<file path="src/shared/tcfc_pkg.sv">
// package for the timer channel config, force and counter block
// assumes apb slave with 32-bit data, byte address = 4 * printed index
package tcfc_pkg;
  localparam int unsigned NUM_CH = 8;
  localparam int unsigned CNT_W = 16;
  // register indices, byte address is four times the index
  localparam logic [7:0] IDX_FUNC_SEL = 8'h00;
  localparam logic [7:0] IDX_FORCE = 8'h01;
  localparam logic [7:0] IDX_C7_MASK = 8'h02;
  localparam logic [7:0] IDX_C7_DATA = 8'h03;
  localparam logic [7:0] IDX_CNT_HI = 8'h04;
  localparam logic [7:0] IDX_CNT_LO = 8'h05;
  localparam logic [7:0] IDX_TOGGLE_OVF = 8'h07;
  localparam logic [7:0] IDX_CNT_WORD = 8'h40;
  localparam logic [7:0] IDX_CMP_BASE = 8'h41;
  localparam logic [7:0] IDX_ACTION = 8'h49;
  localparam logic [7:0] IDX_CTRL = 8'h4a;
  localparam logic [7:0] IDX_IRQ_STAT = 8'h4b;
  localparam logic [7:0] IDX_IRQ_MASK = 8'h4c;
  localparam logic [7:0] IDX_PIN_STATE = 8'h4d;
  // control bits
  localparam int unsigned CTRL_EN_BIT = 0;
  localparam int unsigned CTRL_TEST_BIT = 1;
  // reset values
  localparam logic [7:0] RST_BYTE = 8'h00;
  localparam logic [15:0] RST_CNT = 16'h0000;
  localparam logic [15:0] RST_ACTION = 16'h0000;
  localparam logic [31:0] RD_ZERO = 32'h0000_0000;
  // output action per channel: 00 none, 01 toggle, 10 clear, 11 set
  typedef enum logic [1:0] {
    TCFC_ACT_NONE = 2'b00,
    TCFC_ACT_TOGGLE = 2'b01,
    TCFC_ACT_CLEAR = 2'b10,
    TCFC_ACT_SET = 2'b11
  } tcfc_act_t;
  // decoded apb request
  typedef struct packed {
    logic wr;
    logic rd;
    logic [7:0] idx;
    logic [31:0] data;
  } tcfc_req_t;
endpackage

</file>
<file path="src/rtl/tcfc_top.sv">
// timer channel select, compare force, channel 7 override and main counter
// assumes apb master on clk; tick_in is a same-clock prescaler strobe
//
// Added by the designer: the APB register port.
`timescale 1ns/1ns
`default_nettype none
module tcfc_top #(
  parameter int unsigned NUM_CH = tcfc_pkg::NUM_CH,
  parameter int unsigned CNT_W = tcfc_pkg::CNT_W
) (
  // clock and reset
  input wire logic clk,
  input wire logic rst,
  // apb slave
  input wire logic psel,
  input wire logic penable,
  input wire logic pwrite,
  input wire logic [11:0] paddr,
  input wire logic [31:0] pwdata,
  input wire logic [3:0] pstrb,
  output logic [31:0] prdata,
  output logic pready,
  output logic pslverr,
  // prescaler tick from the same clock domain
  input wire logic tick_in,
  // timer port pins
  output logic [NUM_CH-1:0] pin_out,
  output logic [NUM_CH-1:0] pin_oe,
  // interrupt
  output logic irq
);
  // software registers
  logic [7:0] func_sel_q;
  logic [7:0] c7_mask_q;
  logic [7:0] c7_data_q;
  logic [7:0] tov_q;
  logic [15:0] action_q;
  logic [1:0] ctrl_q;
  logic [7:0] irq_stat_q;
  logic [7:0] irq_mask_q;
  logic [7:0] irq_stat_d;
  logic [CNT_W-1:0] cnt_q;
  logic [CNT_W-1:0] cnt_d;
  logic [CNT_W-1:0] cnt_prev_q;
  logic [7:0] pins_q;
  logic [7:0] pins_d;
  logic [7:0] oe_q;
  logic [31:0] prdata_q;
  logic pready_q;
  logic pslverr_q;
  logic rd_pend_q;
  logic [CNT_W*NUM_CH-1:0] cmp_words;
  logic [CNT_W-1:0] bank_rd;

  // access decode: each transfer is answered the cycle after its first access cycle, compare reads one cycle later
  tcfc_pkg::tcfc_req_t req;
  wire acc = psel && penable && !pready_q;
  wire addr_ok_align = (paddr[1:0] == 2'b00);
  assign req.wr = acc && pwrite;
  assign req.rd = acc && !pwrite;
  assign req.idx = paddr[9:2];
  assign req.data = pwdata;
  wire lane0 = pstrb[0];
  wire lane1 = pstrb[1];

  wire is_cmp = (req.idx >= tcfc_pkg::IDX_CMP_BASE) &&
    (req.idx < tcfc_pkg::IDX_CMP_BASE + 8'h08);
  wire [7:0] cmp_off = req.idx - tcfc_pkg::IDX_CMP_BASE;
  wire is_known = (req.idx == tcfc_pkg::IDX_FUNC_SEL) || (req.idx == tcfc_pkg::IDX_FORCE) ||
    (req.idx == tcfc_pkg::IDX_C7_MASK) || (req.idx == tcfc_pkg::IDX_C7_DATA) ||
    (req.idx == tcfc_pkg::IDX_CNT_HI) || (req.idx == tcfc_pkg::IDX_CNT_LO) ||
    (req.idx == tcfc_pkg::IDX_TOGGLE_OVF) || (req.idx == tcfc_pkg::IDX_CNT_WORD) ||
    (req.idx == tcfc_pkg::IDX_ACTION) || (req.idx == tcfc_pkg::IDX_CTRL) ||
    (req.idx == tcfc_pkg::IDX_IRQ_STAT) || (req.idx == tcfc_pkg::IDX_IRQ_MASK) ||
    (req.idx == tcfc_pkg::IDX_PIN_STATE) || is_cmp;
  wire bad = !addr_ok_align || !is_known || (paddr[11:10] != 2'b00);
  wire wr_ok = req.wr && !bad;

  function automatic logic hit(input logic [7:0] idx);
    hit = wr_ok && (req.idx == idx) && lane0;
  endfunction

  // force is a pulse only, nothing is stored
  wire [7:0] force_pls = hit(tcfc_pkg::IDX_FORCE) ? req.data[7:0] : 8'h00;
  wire en = ctrl_q[tcfc_pkg::CTRL_EN_BIT];
  wire test_mode = ctrl_q[tcfc_pkg::CTRL_TEST_BIT];
  // counter byte writes only in test mode; word write also test mode only
  wire wr_hi = hit(tcfc_pkg::IDX_CNT_HI) && test_mode;
  wire wr_lo = hit(tcfc_pkg::IDX_CNT_LO) && test_mode;
  wire wr_word = wr_ok && (req.idx == tcfc_pkg::IDX_CNT_WORD) && test_mode && lane0 && lane1;
  wire step = en && tick_in;

  // counter next value; a write does not realign the tick, so the first
  // interval after it may be short or long
  always_comb
  begin
    cnt_d = cnt_q;
    if (step)
      cnt_d = cnt_q + 16'h0001;
    if (wr_word)
      cnt_d = req.data[15:0];
    else if (wr_hi)
      cnt_d = {req.data[7:0], cnt_q[7:0]};
    else if (wr_lo)
      cnt_d = {cnt_q[15:8], req.data[7:0]};
  end
  wire ovf = step && (cnt_q == 16'hffff) && !(wr_word || wr_hi || wr_lo);

  // compare match: fires once when the counter steps onto the value
  logic [7:0] match;
  always_comb
  begin
    for (int i = 0; i < 8; i++)
      match[i] = func_sel_q[i] && step &&
        (cnt_q + 16'h0001 == cmp_words[i*CNT_W +: CNT_W]);
  end

  function automatic logic apply(input logic cur, input logic [1:0] act);
    case (act)
      tcfc_pkg::TCFC_ACT_TOGGLE: apply = !cur;
      tcfc_pkg::TCFC_ACT_CLEAR: apply = 1'b0;
      tcfc_pkg::TCFC_ACT_SET: apply = 1'b1;
      default: apply = cur;
    endcase
  endfunction

  // pin update, highest priority last
  wire c7_evt = func_sel_q[7] && (match[7] || force_pls[7]);
  always_comb
  begin
    pins_d = pins_q;
    for (int i = 0; i < 8; i++)
    begin
      if (func_sel_q[i] && (match[i] || force_pls[i]))
        pins_d[i] = apply(pins_q[i], action_q[2*i +: 2]);
      if (func_sel_q[i] && tov_q[i] && ovf)
        pins_d[i] = !pins_q[i];
      if (c7_evt && c7_mask_q[i])
        pins_d[i] = c7_data_q[i];
    end
  end

  // output enables follow action, channel 7 mask (not on ch7) or overflow toggle on compare channels
  logic [7:0] oe_d;
  always_comb
  begin
    for (int i = 0; i < 8; i++)
      oe_d[i] = func_sel_q[i] && ((action_q[2*i +: 2] != 2'b00) ||
        (c7_mask_q[i] && (i < 7)) || tov_q[i]);
  end

  // flags: real compares only, and not for a channel forced in the same cycle
  wire [7:0] flag_set = match & ~force_pls;
  wire [7:0] flag_clr = hit(tcfc_pkg::IDX_IRQ_STAT) ? req.data[7:0] : 8'h00;
  assign irq_stat_d = (irq_stat_q & ~flag_clr) | flag_set; // set wins

  // register writes
  always_ff @(posedge clk)
  begin
    if (rst)
    begin
      func_sel_q <= tcfc_pkg::RST_BYTE;
      c7_mask_q <= tcfc_pkg::RST_BYTE;
      c7_data_q <= tcfc_pkg::RST_BYTE;
      tov_q <= tcfc_pkg::RST_BYTE;
      irq_mask_q <= tcfc_pkg::RST_BYTE;
      action_q <= tcfc_pkg::RST_ACTION;
      ctrl_q <= 2'b00;
    end
    else
    begin
      if (hit(tcfc_pkg::IDX_FUNC_SEL))
        func_sel_q <= req.data[7:0];
      if (hit(tcfc_pkg::IDX_C7_MASK))
        c7_mask_q <= req.data[7:0];
      if (hit(tcfc_pkg::IDX_C7_DATA))
        c7_data_q <= req.data[7:0];
      if (hit(tcfc_pkg::IDX_TOGGLE_OVF))
        tov_q <= req.data[7:0];
      if (hit(tcfc_pkg::IDX_IRQ_MASK))
        irq_mask_q <= req.data[7:0];
      if (wr_ok && (req.idx == tcfc_pkg::IDX_ACTION) && lane0 && lane1)
        action_q <= req.data[15:0];
      if (hit(tcfc_pkg::IDX_CTRL))
        ctrl_q <= req.data[1:0];
    end
  end

  // timer state
  always_ff @(posedge clk)
  begin
    if (rst)
    begin
      cnt_q <= tcfc_pkg::RST_CNT;
      cnt_prev_q <= tcfc_pkg::RST_CNT;
      pins_q <= tcfc_pkg::RST_BYTE;
      oe_q <= tcfc_pkg::RST_BYTE;
      irq_stat_q <= tcfc_pkg::RST_BYTE;
    end
    else
    begin
      cnt_q <= cnt_d;
      cnt_prev_q <= cnt_q;
      pins_q <= pins_d;
      oe_q <= oe_d;
      irq_stat_q <= irq_stat_d;
    end
  end

  // compare store; write needs both low lanes
  wire bank_wr = wr_ok && is_cmp && lane0 && lane1;
  tcfc_cmp_bank #(
    .DEPTH(NUM_CH),
    .WIDTH(CNT_W)
  ) u_bank (
    .clk(clk),
    .rst(rst),
    .wr_en(bank_wr),
    .wr_idx(cmp_off[2:0]),
    .wr_data(req.data[15:0]),
    .rd_idx(cmp_off[2:0]),
    .rd_data(bank_rd),
    .all_words(cmp_words)
  );

  // read mux; the counter word gives a coherent 16-bit snapshot
  logic [31:0] rd_mux;
  always_comb
  begin
    rd_mux = tcfc_pkg::RD_ZERO;
    case (req.idx)
      tcfc_pkg::IDX_FUNC_SEL: rd_mux = {24'h00_0000, func_sel_q};
      tcfc_pkg::IDX_FORCE: rd_mux = tcfc_pkg::RD_ZERO;
      tcfc_pkg::IDX_C7_MASK: rd_mux = {24'h00_0000, c7_mask_q};
      tcfc_pkg::IDX_C7_DATA: rd_mux = {24'h00_0000, c7_data_q};
      tcfc_pkg::IDX_CNT_HI: rd_mux = {24'h00_0000, cnt_q[15:8]};
      tcfc_pkg::IDX_CNT_LO: rd_mux = {24'h00_0000, cnt_q[7:0]};
      tcfc_pkg::IDX_TOGGLE_OVF: rd_mux = {24'h00_0000, tov_q};
      tcfc_pkg::IDX_CNT_WORD: rd_mux = {16'h0000, cnt_q};
      tcfc_pkg::IDX_ACTION: rd_mux = {16'h0000, action_q};
      tcfc_pkg::IDX_CTRL: rd_mux = {30'h0000_0000, ctrl_q};
      tcfc_pkg::IDX_IRQ_STAT: rd_mux = {24'h00_0000, irq_stat_q};
      tcfc_pkg::IDX_IRQ_MASK: rd_mux = {24'h00_0000, irq_mask_q};
      tcfc_pkg::IDX_PIN_STATE: rd_mux = {16'h0000, oe_q, pins_q};
      default: rd_mux = tcfc_pkg::RD_ZERO;
    endcase
  end

  // apb answer: one extra wait state for compare reads since the bank is registered
  wire rd_cmp = req.rd && !bad && is_cmp;
  always_ff @(posedge clk)
  begin
    if (rst)
    begin
      pready_q <= 1'b0;
      pslverr_q <= 1'b0;
      prdata_q <= tcfc_pkg::RD_ZERO;
      rd_pend_q <= 1'b0;
    end
    else
    begin
      pready_q <= 1'b0;
      pslverr_q <= 1'b0;
      rd_pend_q <= 1'b0;
      if (rd_pend_q)
      begin
        pready_q <= 1'b1;
        prdata_q <= {16'h0000, bank_rd};
      end
      else if (rd_cmp && !rd_pend_q)
        rd_pend_q <= 1'b1;
      else if (acc)
      begin
        pready_q <= 1'b1;
        pslverr_q <= bad;
        prdata_q <= (req.rd && !bad) ? rd_mux : tcfc_pkg::RD_ZERO;
      end
    end
  end

  // outputs straight from flops
  assign prdata = prdata_q;
  assign pready = pready_q;
  assign pslverr = pslverr_q;
  assign pin_out = pins_q;
  assign pin_oe = oe_q;
  // interrupt level registered from the next status irq_stat_d and the mask
  logic irq_q;
  always_ff @(posedge clk)
  begin
    if (rst)
      irq_q <= 1'b0;
    else
      irq_q <= |(irq_stat_d & irq_mask_q);
  end
  assign irq = irq_q;

  wire unused_ok = &{1'b0, cnt_prev_q, pstrb[3:2]};
endmodule // tcfc_top
`default_nettype wire

</file>
<file path="src/rtl/tcfc_cmp_bank.sv">
// compare value store: eight 16-bit words, registered read port
// assumes one writer and one reader on the same clock
`timescale 1ns/1ns
`default_nettype none
module tcfc_cmp_bank #(
  parameter int unsigned DEPTH = 8,
  parameter int unsigned WIDTH = 16
) (
  // clock and reset
  input wire logic clk,
  input wire logic rst,
  // write port
  input wire logic wr_en,
  input wire logic [$clog2(DEPTH)-1:0] wr_idx,
  input wire logic [WIDTH-1:0] wr_data,
  // read port, data one cycle after the index
  input wire logic [$clog2(DEPTH)-1:0] rd_idx,
  output logic [WIDTH-1:0] rd_data,
  // all words for the comparators
  output logic [DEPTH*WIDTH-1:0] all_words
);
  logic [WIDTH-1:0] mem_q [DEPTH];
  // storage, cleared at reset so compares start from a known value
  always_ff @(posedge clk)
  begin
    if (rst)
    begin
      for (int i = 0; i < DEPTH; i++)
        mem_q[i] <= '0;
    end
    else if (wr_en)
      mem_q[wr_idx] <= wr_data;
  end
  // registered read
  always_ff @(posedge clk)
  begin
    if (rst)
      rd_data <= '0;
    else
      rd_data <= mem_q[rd_idx];
  end
  // flat view for the comparators
  always_comb
  begin
    for (int i = 0; i < DEPTH; i++)
      all_words[i*WIDTH +: WIDTH] = mem_q[i];
  end
endmodule // tcfc_cmp_bank

</file>
<file path="config.mk">
export PLATFORM = sky130hd
export DESIGN_NAME = tcfc_top
export DESIGN_NICKNAME = d
export VERILOG_FILES = /design/src/shared/tcfc_pkg.sv /design/src/rtl/tcfc_top.sv /design/src/rtl/tcfc_cmp_bank.sv
export SDC_FILE = /design/constraint.sdc
export NUM_CORES = 1
export LEC_CHECK = 0
export BUFFER_PORTS_ARGS = -buffer_cell sky130_fd_sc_hd__buf_2
export CORE_MARGIN = 8
export CORE_UTILIZATION = 30
export CTS_CLUSTER_DIAMETER = 50
export DETAILED_ROUTE_END_ITERATION = 10
export PLACE_DENSITY_LB_ADDON = 0.25
export SLEW_MARGIN = 10
export SYNTH_ARGS = -nofsm -noshare
export SYNTH_HDL_FRONTEND = slang
export SYNTH_HIERARCHICAL = 1
export SYNTH_SLANG_ARGS = --single-unit
</file>
<file path="constraint.sdc">
create_clock -name clk -period 10.7 [get_ports clk]
set_clock_uncertainty 0.1 [all_clocks]
set_input_delay 1.605 -clock clk [delete_from_list [all_inputs] [get_ports clk]]
set_output_delay 1.605 -clock clk [all_outputs]
set_load 0.03 [all_outputs]
</file>
* Word level (Yosys, flattened, before mapping)
Memories as Yosys holds them, arrays and structs flattened. A register that Yosys moved wholly into a read port is not among the register bits.
Cells that the tools add are included.
** Word-level totals
- Bits of input ports :: 54
- Bits in registers :: 134
- Output and inout bits :: 51
- Logic and storage cells :: 342
- Memories kept :: 1
- Bits in writable memories :: 128
** Memories
- u_bank.mem_q :: depth 8, width 16, rd ports 9, clocked after memory_dff 1, write ports 8, line tcfc_cmp_bank.sv:22 : logic [WIDTH-1:0] mem_q [DEPTH];
** Operators by class
- Muxes and demuxes :: 55
- Reduce and logical (&&, ||, !) cells :: 201
- Add/sub/neg operators :: 2
- Eq/ne operators :: 48
- Magnitude comparators :: 2
- Bitwise gates (word level) :: 8
** Operators with widths (number)
- $pmux W16 S12 :: 1
- $mux W16 :: 9
- $eq A16 B16 Y1 :: 8
- $logic_and A1 B1 Y1 :: 100
- $eq A8 B7 Y1 const B :: 6
- $logic_or A1 B1 Y1 :: 40
- $reduce_bool A5 Y1 :: 8
- $mux W1 :: 34
- $eq A2 B2 Y1 const B :: 16
- $reduce_bool A3 Y1 :: 10
- $and A8 B8 Y8 :: 3
- $eq A8 B3 Y1 const B :: 3
- $pmux W1 S3 :: 8
- $reduce_and A2 Y1 :: 12
- $reduce_bool A2 Y1 :: 10
- $add A16 B1 Y16 const B :: 1
- $eq A16 B16 Y1 const B :: 1
- $eq A2 B1 Y1 const B :: 8
- $eq A8 B2 Y1 const B :: 2
- $mux W8 :: 2
- $not A8 Y8 :: 2
- $reduce_or A16 Y1 :: 1
- $logic_not A1 Y1 :: 15
- $eq A8 B1 Y1 const B :: 1
- other kinds (14) :: 15

* Logic depth before layout (Yosys ltp)
Gate-level depths: netlist (run 1).
- Word-level depth :: 30
- Depth in mapped cells :: 15
- Depth with buffers taken out :: 11

* By module
Netlist (run 1), hierarchy kept.
** Modules (own cells, without submodules)
- tcfc_top :: area each 10572.6 um^2, sequential area each 2362.3 um^2, cells each 1359, instances 1
- tcfc_cmp_bank :: area each 6209.7 um^2, sequential area each 4164.0 um^2, cells each 377, instances 1

* Least setup slack after synthesis (run 1)
No wires, ideal clock.
- Path type :: input -> register
- Start :: input paddr[2]
- End :: memory u_bank.mem_q[0][0] (enable)
- Path buffers :: 2
- Stages on the path :: 12
- Required time :: 10.266 ns
- Arrival :: 4.320 ns
- Setup slack :: 5.946 ns
- Setup time :: 0.334 ns
- Cell sequence :: inv_1 > ha_1 > nor2b_1 > o32ai_1 > a21oi_1 > o211a_1 > buf_2 > clkbuf_1 > and3_1 > or3b_4 > nor3_4 > or2_2
** RTL lines
- start, declared :: line tcfc_top.sv:18 : input wire logic [11:0] paddr,
- end, declared :: line tcfc_cmp_bank.sv:22

==> flow_summary_export.csv, run 1 <==
group,metric,value,unit
floorplan,die-height,252.5,um
yosys,synthArstFlopShare,0,%
worst_setup_path,start_kind,"input pin",
sta,maxSlewViolCount,0,
yosys,syn_inst,1736,
final_layout,layout-drive-gt1-share,14.22,%
sta,rsz0062_at_grt,"no",
route,via_count,14420,
yosys,netlist_area,16780,um2
place,pre_cts_ws,4331,ps
yosys,synth_area_leaders,"edfxtp_1 (23%), dfxtp_1 (16%), and2_1 (5.3%)",
yosys,avgSynthCellArea,9.667,um2
yosys,ys_ff_latch,262,
clocking,postCtsSetupRepairBufs,0,
floorplan,die-area,63770,um2
worst_setup_path,required,10780,ps
grt,grt_pass1_wl,101400,um
route,drtIter0Drc,1532,
place,hpwl,51380,um
floorplan,core_area,55200,um2
grt,grt_start_max_net_pins,55,
floorplan,fp-row-count,86,
clocking,clkLatencyLatePin,570,ps
clocking,htree_levels,2,
route,viasPerCell,5.701,
power,vdd_ir_drop_max,0.00008282,V
place,io_buffer_count,70,
power,p_leak,6.686,nW
route,wl_per_cell,27.64,um
yosys,synth_top_area_share,22.90,%
final_layout,regArea,6526,um2
route,drc,0,
final_layout,final_cells,2530,
route,wl,69930,um
clocking,clockBufferDepth,3,
yosys,ys.flop_type,"dfxtp_1",
clocking,clkSlewWorstSetupHoldPaths,70,ps
sta,slew_headroom,15.16,%
place,routabilityCongestion,0.9661,
yosys,seq_area_frac_synth,38.89,%
yosys,synth_edf_count,128,
sta,fin_crit_sh,54.89,%
place,place_inst,2461,
final_layout,nNetsFinal,1819,
final_layout,n_fill_cell,5591,
route,dr.pass1.iters,5,
final_layout,final_common_cell,"nand2_1",
sta,worst_hold_slack,376.3,ps
sta,fmax,170.3,MHz
clocking,numClockSinks,262,
yosys,yosysTopAreaCell,"edfxtp_1",
power,p_total,2.467,mW
final_layout,multi_input_area,9574,um2
worst_setup_path,r2r_slack,4920,ps
clocking,numCtsBuffers,36,
grt,track_usage,21.52,%
sta,hold_violations,0,
final_layout,syn_to_final_growth,12.53,%
clocking,ctsResizeCount,0,
power,power.density,130.7,nW/um2
grt,antenna_found_initial,5,
clocking,root_buffer,"clkbuf_16",
clocking,ctsHoldBuffers,0,
sta,tns,0,ps
floorplan,io_pins,105,
sta,setup_viol,0,
yosys,yosysUniqueCellTypes,104,
grt,grt_pass1_vias,13840,
worst_setup_path,crit_arrival,5960,ps
run_status,status,"complete, no violations",
route,drtAntennaViolNets,0,
sta,worstMarginPinSlew,1241,ps
worst_setup_path,worstSetupPathType,"input pin to flop",
worst_setup_path,critPathMaxFanout,45,
grt,grt_overflow_total,0,
yosys,yosysWarnings,6,
floorplan,initial_core_util,30.40,%
sta,fin_ws,4827,ps
worst_setup_path,critPathCaptureType,"flop",
worst_hold_path,hold_path.class,"flop to flop",
final_layout,mostFrequentLayoutCells,"nand2_1 (152), and2_1 (142), dfxtp_1 (134)",
clocking,cts_tree,"yes",
sta,finalCriticalPeriod,5873,ps
flow_run,drv_cap,0,
floorplan,die_w,252.5,um
-- flip-flops by register name (all words and copies together), names as in the netlist --
name	count
u_bank/mem_q	128
cnt_q	16
irq_mask_q	8
prdata	16
irq_stat_q	8
tov_q	8
u_bank/rd_data	16
func_sel_q	8
rd_pend_q	1
pin_oe	8
pslverr	1
irq	1
pready	1
action_q	16
c7_mask_q	8
pin_out	8
ctrl_q	2
c7_data_q	8
-- synthesized netlist by cell type, types with 11 or more instances --
library cell and count:
nand3_1 79, nor3_1 28, o21ai_0 48, nand4_1 35, and3_1 18, nor3b_1 11
o22ai_1 13, inv_1 30, o211ai_1 28, dfxtp_1 134, xnor2_1 77, ha_1 14
buf_2 20, mux4_2 32, mux2i_1 43, nand2_1 152, edfxtp_1 128, nor4_1 18
xnor3_1 26, nor2b_1 12, buf_4 21, nor2_1 87, a21oi_1 112, clkbuf_1 89
nand2b_1 17, a22oi_1 40, a221oi_1 13, xor2_1 41, or3_1 15, and2_1 142
-- final timing paths --
path                                    from                   to  cells after the start
worst max register to register      cnt_q[1]                  irq                     11
worst min-delay path            c7_data_q[3]         c7_data_q[3]                      2
worst min register to register  c7_data_q[3]         c7_data_q[3]                      2
worst max-delay path                paddr[1]  u_bank/mem_q[0][12]                      9
-- critical path, cell delays in order --
cell and delay [ps]:
buf_2 90, nor4_1 590, and4_1 840, o211a_1 250, buf_4 430, and3_1 410, or3b_4 500, nor3_4 620
or2_2 570
-- cell families after synthesis --
group,after synthesis,synth area share [%]
simple gates,688,23.06
compound gates,374,15.13
flops,262,38.89
buf+inv,170,4.645
xor+xnor,147,10.03
mux,79,7.127
fa+ha+maj,15,1.103
other cells,1,0.02234
-- power breakdown --
group | switching [mW] | internal (mW)
registers | 0.0258 | 1.08
logic | 0.137 | 0.0734
clock network | 0.498 | 0.655
total | 0.661 | 1.81
-- metrics by stage --
step	cell area, um2	util (%)
detailed placement	17740	32.14
floorplan	16840	-
global route	18880	34.20
global placement	17740	32.14
finish	18880	34.21
CTS	18880	34.20
-- cell type report --
type,instances,share of cell area [%]
repair buffers,102,3.141
multi-input cells,1319,50.70
clock inverters,20,0.8812
clock buffers,46,5.128
diodes,3,0.03975
inverters,30,0.5963
well taps,748,4.956
flip-flops and latches,262,34.56
-- routing by layer --
metal | global-route usage [%] | up-vias | wire length [um]
met5 | 0 | - | 13
met1 | 28.93 | 7198 | 30020
met2 | 33.94 | 666 | 31790
li1 | - | 6430 | -
met4 | 8.398 | 2 | 2714
met3 | 3.999 | 127 | 5398
No activity file was read; power rests on OpenSTA's default activity.
==> inputs of run 2 (changes only) <==
clock period = 5 ns   (was 10.7 ns; I/O delays follow)
==> flow_summary_export.csv, run 2 (synthesis gave the netlist of run 1 again) <==
group,metric,value,unit
worst_setup_path,timing.rr.start,"cnt_q[5]",
place,placed_cell_area,18030,um2
floorplan,die-height,252.5,um
place,routabilityCongestion,0.9795,
route,drtAntennaViolNets,0,
sta,slew_headroom,28.35,%
route,wl_per_cell,27.31,um
route,via_count,14770,
clocking,ctsResizeCount,0,
grt,grt_start_max_net_pins,75,
clocking,postCtsSetupRepairBufs,0,
final_layout,final_cell_area,19470,um2
clocking,root_buffer,"clkbuf_16",
sta,worst_hold_slack,370.2,ps
clocking,numClockSinks,262,
clocking,cts_tree,"yes",
clocking,ctsHoldBuffers,0,
final_layout,regMostFlops,"u_bank/mem_q",
flow_run,drv_cap,0,
worst_setup_path,cp_slowest_stage_delay,700,ps
clocking,clkLatencyLatePin,570,ps
sta,rsz0062_at_grt,"no",
worst_setup_path,crit_top_cell,"buf_4",
grt,grt_pass1_wl,100900,um
worst_setup_path,critPathTopFamily,"simple AND/OR/NAND/NOR gates",
place,io_buffer_count,70,
final_layout,syn_to_final_growth,16.04,%
final_layout,mostFrequentLayoutCells,"nand2_1 (152), and2_1 (142), dfxtp_1 (134)",
floorplan,die-area,63770,um2
final_layout,layout-drive-gt1-share,16.64,%
sta,setup_viol,0,
clocking,numCtsBuffers,40,
run_status,status,"complete, no violations",
route,drc,0,
sta,finalCriticalPeriod,4225,ps
grt,grt_overflow_total,0,
worst_setup_path,worstSetupPathType,"flop to flop",
worst_setup_path,start_kind,"flop",
final_layout,largest_register_ff_count,128,
grt,track_usage,21.39,%
place,hpwl,52150,um
worst_setup_path,critPathCaptureType,"flop",
clocking,htree_levels,2,
sta,fmax,236.7,MHz
grt,grt_pass1_vias,14110,
grt,antenna_found_initial,7,
worst_hold_path,hold_path.class,"flop to flop",
clocking,clockBufferDepth,3,
clocking,clkSlewWorstSetupHoldPaths,60,ps
route,wl,70410,um
worst_setup_path,crit_slowest_cell,"or4_1",
sta,maxSlewViolCount,0,
worst_setup_path,cp-startpoint,"cnt_q[5]",
floorplan,io_pins,105,
sta,worstMarginPinSlew,1065,ps
sta,tns,0,ps
power,vdd_ir_drop_max,0.0001805,V
final_layout,nNetsFinal,1864,
worst_hold_path,min_from,"c7_data_q[0]",
route,drtIter0Drc,1678,
route,dr.pass1.iters,5,
worst_setup_path,crit_chain,"buf_4 > inv_1 > nor4_4 > buf_4 > a2111oi_0 > o2111ai_1 > or4_1 > nor3_1 > and3_1 > a211oi_1 > a41oi_1",
power,power.density,301.6,nW/um2
worst_setup_path,crit_arrival,4590,ps
final_layout,final_common_cell,"nand2_1",
power,p_leak,7.036,nW
worst_setup_path,critPathMaxFanout,28,
sta,hold_violations,0,
sta,fin_crit_sh,84.51,%
worst_setup_path,crit_buf_inv,3,
worst_setup_path,required,5360,ps
floorplan,core_area,55200,um2
floorplan,initial_core_util,30.40,%
route,viasPerCell,5.730,
floorplan,fp-row-count,86,
floorplan,die_w,252.5,um
run 2: cell count changes in the layout (fill, tap and decap cells not counted), moves of 3 or more:
cell | previous run | this run
inv_6 | 4 | 11
clkinv_2 | 6 | 2
buf_4 | 33 | 74
bufinv_16 | 0 | 6
clkbuf_16 | 36 | 42
clkinv_8 | 3 | 0
clkbuf_1 | 7 | 3
run 2: final cells by class:
class,count,area (um2)
fill,5594,35730
multi-input combinational,1319,9557
sequential,262,6526
clock buffer,46,1076
tap,748,935.9
timing repair buffer,143,900.9
clock inverter,27,357.8
inverter,30,112.6
antenna,3,7.507
run 2: power breakdown:
group / internal, mW / leakage, nW / switching, mW
clock: 1.89 / 0.696 / 1.17
sequential: 2.31 / 2.38 / 0.0554
combinational: 0.160 / 3.96 / 0.292
total: 4.36 / 7.04 / 1.51
run 2: worst min-delay path, stage by stage, from the launching register on:
cell	delay, ps
dfxtp_1	320
nand2_1	60
a21oi_1	50
run 2: stage by stage:
step                instances  util [%]  worst slack (ps)  power [mW]
floorplan                1751         -              1101       2.675
global placement         2502     32.67             808.1       2.849
detailed placement       2502     32.67             761.0       2.854
CTS                      2575     35.26             914.8       5.907
global route             2576     35.27             648.7       6.021
finish                   2578     35.28             774.7       5.873
run 2: path summary, 6_finish.rpt:
kind             endpoint  slack, ps  cells after the start
min          c7_data_q[0]        370                      2
min reg2reg  c7_data_q[0]        370                      2
max                   irq        770                     11
max reg2reg           irq        770                     11
run 2: per-layer routing:
metal	up-vias	track usage, %	part of all wire [%]
li1	6524	-	-
met1	7373	28.34	43
met2	723	33.71	45
met3	150	3.855	8.0
met4	2	9.721	4.6
met5	-	0	0.017
